===== config.mk =====
export PLATFORM = sky130hd
export DESIGN_NAME = scnt_top
export DESIGN_NICKNAME = d
export VERILOG_FILES = /design/src/scnt_sync2.v /design/src/scnt_core.v /design/src/scnt_top.v
export VERILOG_INCLUDE_DIRS = /design/src
export SDC_FILE = /design/constraint.sdc
export NUM_CORES = 1
export LEC_CHECK = 0
export BUFFER_PORTS_ARGS = -buffer_cell sky130_fd_sc_hd__clkbuf_2
export CAP_MARGIN = 20
export CORE_MARGIN = 2
export CORE_UTILIZATION = 54
export DETAILED_ROUTE_END_ITERATION = 8
export MAX_ROUTING_LAYER = met4
export PLACE_DENSITY = 0.9
export RECOVER_POWER = 100
export SLEW_MARGIN = 15
export SYNTH_ARGS = -nofsm -noshare
export SYNTH_HDL_FRONTEND = slang
export SYNTH_SLANG_ARGS = --single-unit

===== constraint.sdc =====
create_clock -name aclk -period 2.61 [get_ports aclk]
set_input_delay 0.261 -clock aclk [delete_from_list [all_inputs] [get_ports aclk]]
set_output_delay 0.261 -clock aclk [all_outputs]
set_load 0.01 [all_outputs]

===== src/scnt_defines.vh =====
// Purpose: constants of the synchronous 4-bit up/down counter block
// Assumes: included by bare name; byte offsets on the AXI4-Lite bus
// Notes:   control bits LDN, GPN, GCN and UP are software copies of the counter pins; SW and STEPM are not
// How it works
// - four count bits are flip-flops that all change at one edge.
// - the count state changes only at the rising edge of aclk.
// - load low at an edge copies the four data bits into the count.
// - count advances only with both gates low and load not asserted.
// - direction high counts up, direction low counts down.
// - the carry gate is fed forward, carry asserts only while it is low.
// - gate low, carry goes low at 15 counting up, at 0 counting down.
// - carry is decoded from the settled count, so it never spikes.
// - control changes take effect only at the next sampling edge.
// - gate changes at any clock level never disturb the held count.
// - at count 0 carry follows direction, at 15 it follows it inverted.
`ifndef SCNT_DEFINES_VH
`define SCNT_DEFINES_VH

`define SCNT_CNT_W        4
`define SCNT_ADDR_W       8

`define SCNT_OFF_CTRL     8'h00
`define SCNT_OFF_DATA     8'h04
`define SCNT_OFF_STEP     8'h08
`define SCNT_OFF_STAT     8'h0C
`define SCNT_OFF_WRAPS    8'h10

`define SCNT_CTRL_SW      0
`define SCNT_CTRL_LDN     1
`define SCNT_CTRL_GPN     2
`define SCNT_CTRL_GCN     3
`define SCNT_CTRL_UP      4
`define SCNT_CTRL_STEPM   5
`define SCNT_CTRL_W       6
`define SCNT_CTRL_RST     6'h1E
`define SCNT_DATA_RST     4'h0
`define SCNT_CNT_RST      4'h0
`define SCNT_PIN_RST      4'hF

`define SCNT_ST_CARRYN    4
`define SCNT_ST_WRAP      5
`define SCNT_ST_LOADED    6
`define SCNT_ST_UP        7
`define SCNT_ST_SW        8

`define SCNT_RESP_OKAY    2'h0
`define SCNT_RESP_SLVERR  2'h2

`endif


===== src/scnt_sync2.v =====
// Purpose: two flip-flop synchroniser for pin inputs
// Assumes: inputs are asynchronous to aclk
// Notes:   first stage is read only by the second stage
module scnt_sync2 #(
  parameter         W    = 1,
  parameter [W-1:0] INIT = {W{1'b0}}
) (
  input  wire         aclk,
  input  wire         aresetn,
  input  wire [W-1:0] din,
  output reg  [W-1:0] dout_r
);
  reg [W-1:0] meta_r;

  always @(posedge aclk) begin
    if (!aresetn) begin
      meta_r <= INIT;
      dout_r <= INIT;
    end else begin
      meta_r <= din;
      dout_r <= meta_r;
    end
  end
endmodule // scnt_sync2


===== src/scnt_core.v =====
// Purpose: 4-bit synchronous up/down counter with load and ripple carry
// Assumes: all inputs already in the aclk domain
// Notes:   carry is registered alongside the count it decodes
`include "scnt_defines.vh"

module scnt_core #(
  parameter W = `SCNT_CNT_W
) (
  input  wire         aclk,
  input  wire         aresetn,
  input  wire         tick,
  input  wire         load_n,
  input  wire         gate_par_n,
  input  wire         gate_carry_n,
  input  wire         up,
  input  wire [W-1:0] din,
  output reg  [W-1:0] count_r,
  output reg          carry_n_r,
  output reg          wrap_r,
  output reg          load_r
);
  reg [W-1:0] count_nxt;
  reg         wrap_nxt;

  // low when the gated count sits at its terminal value
  function carry_n_of;
    input [W-1:0] c;
    input         u;
    input         gc_n;
    begin
      carry_n_of = ~(~gc_n & ((u & (c == {W{1'b1}})) |
                              (~u & (c == {W{1'b0}}))));
    end
  endfunction

  always @* begin
    count_nxt = count_r;
    wrap_nxt  = 1'b0;
    if (tick && !load_n) begin
      count_nxt = din;
    end else if (tick && !gate_par_n && !gate_carry_n) begin
      if (up) begin
        count_nxt = count_r + {{(W-1){1'b0}}, 1'b1};
      end else begin
        count_nxt = count_r - {{(W-1){1'b0}}, 1'b1};
      end
      wrap_nxt = ~carry_n_of(count_r, up, gate_carry_n);
    end
    // otherwise the count holds
  end

  // every bit in one register, one edge
  always @(posedge aclk) begin
    if (!aresetn) begin
      count_r   <= `SCNT_CNT_RST;
      carry_n_r <= 1'b1;
      wrap_r    <= 1'b0;
      load_r    <= 1'b0;
    end else begin
      count_r   <= count_nxt;
      carry_n_r <= carry_n_of(count_nxt, up, gate_carry_n);
      wrap_r    <= wrap_nxt;
      load_r    <= tick & ~load_n;
    end
  end
endmodule // scnt_core


===== src/scnt_top.v =====
// Purpose: AXI4-Lite wrapped 4-bit synchronous up/down counter
// Assumes: pins asynchronous to aclk; one clock, synchronous reset
// Notes:   pin changes reach the counter two cycles after they settle
`include "scnt_defines.vh"

module scnt_top #(
  parameter W      = `SCNT_CNT_W,
  parameter ADDR_W = `SCNT_ADDR_W
) (
  input  wire              aclk,
  input  wire              aresetn,
  input  wire [ADDR_W-1:0] s_axi_awaddr,
  input  wire [2:0]        s_axi_awprot,
  input  wire              s_axi_awvalid,
  output wire              s_axi_awready,
  input  wire [31:0]       s_axi_wdata,
  input  wire [3:0]        s_axi_wstrb,
  input  wire              s_axi_wvalid,
  output wire              s_axi_wready,
  output wire [1:0]        s_axi_bresp,
  output wire              s_axi_bvalid,
  input  wire              s_axi_bready,
  input  wire [ADDR_W-1:0] s_axi_araddr,
  input  wire [2:0]        s_axi_arprot,
  input  wire              s_axi_arvalid,
  output wire              s_axi_arready,
  output wire [31:0]       s_axi_rdata,
  output wire [1:0]        s_axi_rresp,
  output wire              s_axi_rvalid,
  input  wire              s_axi_rready,
  input  wire              load_n_pin,
  input  wire              count_gate_parallel_pin,
  input  wire              count_gate_carry_pin,
  input  wire              up_dn_pin,
  input  wire [W-1:0]      data_pin,
  output wire [W-1:0]      count_out,
  output wire              ripple_carry_n
);
  localparam SEL_NONE  = 3'h0;
  localparam SEL_CTRL  = 3'h1;
  localparam SEL_DATA  = 3'h2;
  localparam SEL_STEP  = 3'h3;
  localparam SEL_STAT  = 3'h4;
  localparam SEL_WRAPS = 3'h5;

  // write channel state
  reg                awready_r;
  reg                wready_r;
  reg                aw_full_r;
  reg                w_full_r;
  reg  [ADDR_W-1:0]  awaddr_r;
  reg  [31:0]        wdata_r;
  reg  [3:0]         wstrb_r;
  reg                bvalid_r;
  reg  [1:0]         bresp_r;
  // read channel state
  reg                arready_r;
  reg                rvalid_r;
  reg  [31:0]        rdata_r;
  reg  [1:0]         rresp_r;
  reg  [31:0]        rdata_nxt;
  reg  [1:0]         rresp_nxt;
  // software registers
  reg  [`SCNT_CTRL_W-1:0] ctrl_r;
  reg  [W-1:0]       data_r;
  reg                step_r;
  reg                wrap_seen_r;
  reg                load_seen_r;
  reg  [31:0]        wraps_r;

  wire               aw_take;
  wire               w_take;
  wire               wr_do;
  wire [2:0]         wr_sel;
  wire [2:0]         rd_sel;
  wire               ar_take;
  wire [3:0]         pins_sync;
  wire [W-1:0]       data_sync;
  wire               sw_mode;
  wire               eff_load_n;
  wire               eff_gp_n;
  wire               eff_gc_n;
  wire               eff_up;
  wire [W-1:0]       eff_din;
  wire               tick;
  wire [W-1:0]       count_w;
  wire               carry_n_w;
  wire               wrap_w;
  wire               load_w;

  // maps a byte address onto a register select
  function [2:0] reg_sel;
    input [ADDR_W-1:0] a;
    begin
      case ({a[ADDR_W-1:2], 2'b00})
        `SCNT_OFF_CTRL:  reg_sel = SEL_CTRL;
        `SCNT_OFF_DATA:  reg_sel = SEL_DATA;
        `SCNT_OFF_STEP:  reg_sel = SEL_STEP;
        `SCNT_OFF_STAT:  reg_sel = SEL_STAT;
        `SCNT_OFF_WRAPS: reg_sel = SEL_WRAPS;
        default:         reg_sel = SEL_NONE;
      endcase
    end
  endfunction

  assign s_axi_awready = awready_r;
  assign s_axi_wready  = wready_r;
  assign s_axi_bvalid  = bvalid_r;
  assign s_axi_bresp   = bresp_r;
  assign s_axi_arready = arready_r;
  assign s_axi_rvalid  = rvalid_r;
  assign s_axi_rdata   = rdata_r;
  assign s_axi_rresp   = rresp_r;

  // pin inputs cross into aclk through two stages
  scnt_sync2 #(
    .W    (4),
    .INIT (`SCNT_PIN_RST)
  ) u_sync_ctl (
    .aclk    (aclk),
    .aresetn (aresetn),
    .din     ({up_dn_pin, count_gate_carry_pin,
               count_gate_parallel_pin, load_n_pin}),
    .dout_r  (pins_sync)
  );

  scnt_sync2 #(
    .W    (W),
    .INIT (`SCNT_DATA_RST)
  ) u_sync_dat (
    .aclk    (aclk),
    .aresetn (aresetn),
    .din     (data_pin),
    .dout_r  (data_sync)
  );

  // software may take the counter away from its pins
  assign sw_mode    = ctrl_r[`SCNT_CTRL_SW];
  assign eff_load_n = sw_mode ? ctrl_r[`SCNT_CTRL_LDN] : pins_sync[0];
  assign eff_gp_n   = sw_mode ? ctrl_r[`SCNT_CTRL_GPN] : pins_sync[1];
  assign eff_gc_n   = sw_mode ? ctrl_r[`SCNT_CTRL_GCN] : pins_sync[2];
  assign eff_up     = sw_mode ? ctrl_r[`SCNT_CTRL_UP]  : pins_sync[3];
  assign eff_din    = sw_mode ? data_r : data_sync;
  // step mode: the counter acts only on a written step pulse
  assign tick       = ~ctrl_r[`SCNT_CTRL_STEPM] | step_r;

  scnt_core #(
    .W (W)
  ) u_core (
    .aclk         (aclk),
    .aresetn      (aresetn),
    .tick         (tick),
    .load_n       (eff_load_n),
    .gate_par_n   (eff_gp_n),
    .gate_carry_n (eff_gc_n),
    .up           (eff_up),
    .din          (eff_din),
    .count_r      (count_w),
    .carry_n_r    (carry_n_w),
    .wrap_r       (wrap_w),
    .load_r       (load_w)
  );

  // core outputs are flip-flops already
  assign count_out      = count_w;
  assign ripple_carry_n = carry_n_w;

  // ---- write address and data, taken in either order
  assign aw_take = s_axi_awvalid & awready_r;
  assign w_take  = s_axi_wvalid & wready_r;
  assign wr_do   = aw_full_r & w_full_r & ~bvalid_r;
  assign wr_sel  = reg_sel(awaddr_r);

  always @(posedge aclk) begin
    if (!aresetn) begin
      awready_r <= 1'b1;
      aw_full_r <= 1'b0;
      awaddr_r  <= {ADDR_W{1'b0}};
    end else if (aw_take) begin
      awready_r <= 1'b0;
      aw_full_r <= 1'b1;
      awaddr_r  <= s_axi_awaddr;
    end else if (bvalid_r && s_axi_bready) begin
      awready_r <= 1'b1;
      aw_full_r <= 1'b0;
    end
  end

  always @(posedge aclk) begin
    if (!aresetn) begin
      wready_r <= 1'b1;
      w_full_r <= 1'b0;
      wdata_r  <= 32'h00000000;
      wstrb_r  <= 4'h0;
    end else if (w_take) begin
      wready_r <= 1'b0;
      w_full_r <= 1'b1;
      wdata_r  <= s_axi_wdata;
      wstrb_r  <= s_axi_wstrb;
    end else if (bvalid_r && s_axi_bready) begin
      wready_r <= 1'b1;
      w_full_r <= 1'b0;
    end
  end

  // response one cycle after both halves are held
  always @(posedge aclk) begin
    if (!aresetn) begin
      bvalid_r <= 1'b0;
      bresp_r  <= `SCNT_RESP_OKAY;
    end else if (wr_do) begin
      bvalid_r <= 1'b1;
      bresp_r  <= (wr_sel == SEL_NONE) ? `SCNT_RESP_SLVERR : `SCNT_RESP_OKAY;
    end else if (bvalid_r && s_axi_bready) begin
      bvalid_r <= 1'b0;
    end
  end

  // ---- software register writes, byte lane 0 only, except WRAPS, which any write clears
  always @(posedge aclk) begin
    if (!aresetn) begin
      ctrl_r <= `SCNT_CTRL_RST;
    end else if (wr_do && wr_sel == SEL_CTRL && wstrb_r[0]) begin
      ctrl_r <= wdata_r[`SCNT_CTRL_W-1:0];
    end
  end

  always @(posedge aclk) begin
    if (!aresetn) begin
      data_r <= `SCNT_DATA_RST;
    end else if (wr_do && wr_sel == SEL_DATA && wstrb_r[0]) begin
      data_r <= wdata_r[W-1:0];
    end
  end

  // one-cycle step pulse, a clock enable for step mode
  always @(posedge aclk) begin
    if (!aresetn) begin
      step_r <= 1'b0;
    end else begin
      step_r <= wr_do & (wr_sel == SEL_STEP) & wstrb_r[0] & wdata_r[0];
    end
  end

  // sticky status flags, write one to clear, a new event wins
  always @(posedge aclk) begin
    if (!aresetn) begin
      wrap_seen_r <= 1'b0;
      load_seen_r <= 1'b0;
    end else begin
      if (wrap_w) begin
        wrap_seen_r <= 1'b1;
      end else if (wr_do && wr_sel == SEL_STAT && wstrb_r[0] &&
                   wdata_r[`SCNT_ST_WRAP]) begin
        wrap_seen_r <= 1'b0;
      end
      if (load_w) begin
        load_seen_r <= 1'b1;
      end else if (wr_do && wr_sel == SEL_STAT && wstrb_r[0] &&
                   wdata_r[`SCNT_ST_LOADED]) begin
        load_seen_r <= 1'b0;
      end
    end
  end

  // wrap counter, any write clears it; a wrap in that cycle counts one
  always @(posedge aclk) begin
    if (!aresetn) begin
      wraps_r <= 32'h00000000;
    end else if (wr_do && wr_sel == SEL_WRAPS) begin
      wraps_r <= {31'h00000000, wrap_w};
    end else if (wrap_w) begin
      wraps_r <= wraps_r + 32'h00000001;
    end
  end

  // ---- read channel
  assign ar_take = s_axi_arvalid & arready_r;
  assign rd_sel  = reg_sel(s_axi_araddr);

  always @* begin
    rdata_nxt = 32'h00000000;
    rresp_nxt = `SCNT_RESP_OKAY;
    case (rd_sel)
      SEL_CTRL: begin
        rdata_nxt[`SCNT_CTRL_W-1:0] = ctrl_r;
      end
      SEL_DATA: begin
        rdata_nxt[W-1:0] = data_r;
      end
      SEL_STEP: begin
        rdata_nxt = 32'h00000000;
      end
      SEL_STAT: begin
        rdata_nxt[W-1:0]             = count_w;
        rdata_nxt[`SCNT_ST_CARRYN]   = carry_n_w;
        rdata_nxt[`SCNT_ST_WRAP]     = wrap_seen_r;
        rdata_nxt[`SCNT_ST_LOADED]   = load_seen_r;
        rdata_nxt[`SCNT_ST_UP]       = eff_up;
        rdata_nxt[`SCNT_ST_SW]       = sw_mode;
      end
      SEL_WRAPS: begin
        rdata_nxt = wraps_r;
      end
      default: begin
        rresp_nxt = `SCNT_RESP_SLVERR;
      end
    endcase
  end

  always @(posedge aclk) begin
    if (!aresetn) begin
      arready_r <= 1'b1;
      rvalid_r  <= 1'b0;
      rdata_r   <= 32'h00000000;
      rresp_r   <= `SCNT_RESP_OKAY;
    end else if (ar_take) begin
      arready_r <= 1'b0;
      rvalid_r  <= 1'b1;
      rdata_r   <= rdata_nxt;
      rresp_r   <= rresp_nxt;
    end else if (rvalid_r && s_axi_rready) begin
      arready_r <= 1'b1;
      rvalid_r  <= 1'b0;
    end
  end
endmodule // scnt_top


==> out/qor.yml <==
final_cell_mix: "dfxtp_1, nand2_1, clkbuf_1"
clock_latency_ns: 0.52
cp-end-kind: "flip-flop"
syn-cell-area_um2: 5280
cts_tree: "built"
pwr-share-comb_pct: 5.0
clk_path_buf_depth: 2
hp-class: "in -> reg"
synth_edf_count: 0
power.share.switching_pct: 21.6
crit_buf_inv: 0
yosysWarnings: 0
final_layout_size_suffix_gt1_share_pct: 11.1
pin_count: 119
critPathTopFamily: "simple AND/OR/NAND/NOR gates"
internal-power_uw: 3770
diodes: 0
cp_data_arrival_time_ns: 2.94
dieArea_um2: 10600
power_switching_uw: 1040
syn_inst: 599
fmaxAchievable_mhz: 402
r2r_slack_ns: 0.12
crit_fanout: 13
h-tree-depth: 4
drt_first_pass_iters: 5
num_vias: 4634
cts-buffers-inserted: 17
ys_seq_elements: 123
antenna_found_initial: 0
finalCriticalPeriod_ns: 2.49
cpPeakStageDelay_ns: 0.55
cp.required_ns: 3.06
fin_nets: 768
crit_start: "wraps_r[0]"
cts_root_buf: "clkbuf_8"
wl_per_cell_um: 15.1
die_w_um: 103
syn2layout_area_growth_pct: 24.3
relSlewSlack_pct: 12.7
ff2ff_path_depth: 6
synth.avg_cell_area_um2: 8.82
fp.dieH_um: 103
fin_total_pwr_uw: 4810
drc: 0
gp_congestion: 0.892
seqPwrFrac_pct: 40.6
final_common_cell: "dfxtp_1"
period_share_pct: 95.2
ys_seq_area_share_pct: 46.6
clk_pin_slew_ns: 0.06
tightest_slew_ns: 1.31
status: "finished clean"
cts.sinks: 123
grt_max_degree: 40
utilization_pct: 68.1
leakage_uw: 0.00235
setup_violations: 0
path_cells: "ha_1, nand3_1, or3_1, or3_4, or4_1, a21oi_1"
max-vdd-ir-drop_uv: 447
fin_skew_ns: 0.00690
crit_slowest_cell: "or3_1"
regToRegEndpoint: "wraps_r[30]"
cts_setup_buffers: 0
initial_core_util_pct: 54.8
clock_power_share_pct: 54.4
startpoint_type: "flip-flop"
synth_ff_type: "dfxtp_1"
drt-total-wl_um: 12600
routed_via_density: 5.54
track_usage_pct: 25.5
maxCapViolations: 0
async_reset_ff_share_pct: 0
endpoint: "wraps_r[30]"
crit-reg2reg-launch: "wraps_r[0]"
core_um2: 9640
ys_types: 54
grt_pass1_vias: 4454
drt_iter0_drc: 216
cellPowerDensity_nw_per_um2: 732
crit_type: "reg -> reg"
hold_violations: 0
port_buffers: 78
dpl.hpwl_um: 8200
ant_nets: 0
rows: 36
crit_cells: 6
grt_first_pass_wirelength_um: 20500
slew_viol_final: 0
gr-total-overflow: 0
[kinds of logic after synthesis]
group / synth area share, %
buffers and inverters: 3.91
adders and majority gates: 1.09
xor gates and xnor gates: 4.31
DFF: 46.6
other: 0.0710
AOI/OAI and AO/OA: 14.0
muxes: 4.22
and+or+nand+nor: 25.8
[registers in the layout, summed over array words and instances (netlist names), 4 cells and up]
register and flops:
awaddr_r 6, ctrl_r 6, data_r 4, s_axi_rdata 32
u_core.count_r 4, u_sync_ctl.dout_r 4, u_sync_ctl.meta_r 4, u_sync_dat.dout_r 4
u_sync_dat.meta_r 4, wdata_r 7, wraps_r 32
[stage by stage]
step	TNS [ns]	hold WS [ns]	instance area (µm²)	std cells	setup slack [ns]
2_1_floorplan	0	0.362	5290	600	0.210
3_3_place_gp	0	0.388	5760	783	0.251
3_5_place_dp	0	0.393	5760	783	0.166
4_1_cts	0	0.0103	6630	836	0.163
5_1_grt	-0.0101	0.0438	6560	837	-0.0101
6_report	0	0.0335	6560	837	0.124
[worst min path at each step]
stage / depth (start not counted) / to / start
after global routing: 3 / s_axi_rvalid / s_axi_rready
after detailed placement: 1 / u_sync_ctl.dout_r[0] / u_sync_ctl.meta_r[0]
after global placement: 1 / u_sync_ctl.dout_r[1] / u_sync_ctl.meta_r[1]
final: 3 / s_axi_rvalid / s_axi_rready
after CTS: 3 / wdata_r[2] / s_axi_wdata[2]
after floorplan: 1 / u_sync_ctl.meta_r[0] / load_n_pin
[tightest hold or removal path: stages]
cell and delay, ns:
clkbuf_2 0.08, nand2b_1 0.08, a21boi_0 0.07
[metal layers]
| metal | vias up | share of wire (%) | global-route usage, % |
|---|---|---|---|
| met5 | - | 0 | - |
| met4 | 0 | 2.4 | 10.7 |
| met3 | 32 | 4.7 | 5.63 |
| met2 | 156 | 52 | 43.4 |
| met1 | 2177 | 41 | 29.0 |
| li1 | 2269 | - | - |
[final cells by class]
type / instances / area (µm²)
Sequential cell: 123 / 2460
Timing Repair Buffer: 109 / 603
Clock buffer: 17 / 414
Clock inverter: 15 / 246
Inverter: 14 / 52.6
Tap cell: 133 / 166
Fill cell: 771 / 3080
Multi-Input combinational cell: 426 / 2620
[cell usage after synthesis (7+ instances only)]
cell type | number | area [µm²]
clkbuf_1 | 25 | 93.8
nand2_1 | 80 | 300
nor2b_1 | 12 | 75.1
nand2b_1 | 11 | 68.8
nor3_1 | 20 | 100
o21ai_0 | 20 | 100
a221oi_1 | 7 | 61.3
a21oi_1 | 13 | 65.1
nor4_1 | 10 | 62.6
and2_1 | 23 | 144
inv_1 | 14 | 52.6
nor2_1 | 40 | 150
xnor2_1 | 22 | 193
dfxtp_1 | 123 | 2460
nand3_1 | 31 | 155
a21boi_0 | 42 | 315
mux2i_1 | 20 | 200
[power by group through the flow]
| stage | logic (µW) | clock network, µW | registers, µW |
|---|---|---|---|
| floorplan | 136 | 0 | 1990 |
| global placement | 209 | 0 | 1990 |
| detailed placement | 215 | 0 | 1990 |
| CTS | 242 | 2630 | 1950 |
| global route | 269 | 2730 | 1960 |
| finish | 240 | 2610 | 1950 |
[what timing repair did]
action | in CTS | in global routing
hold buffers | 21 | 1
setup endpoints to repair | 0 | 1
endpoints found under the hold margin | 21 | 1
gates resized for setup | 0 | 1
No activity file was read; power rests on OpenSTA's default activity.
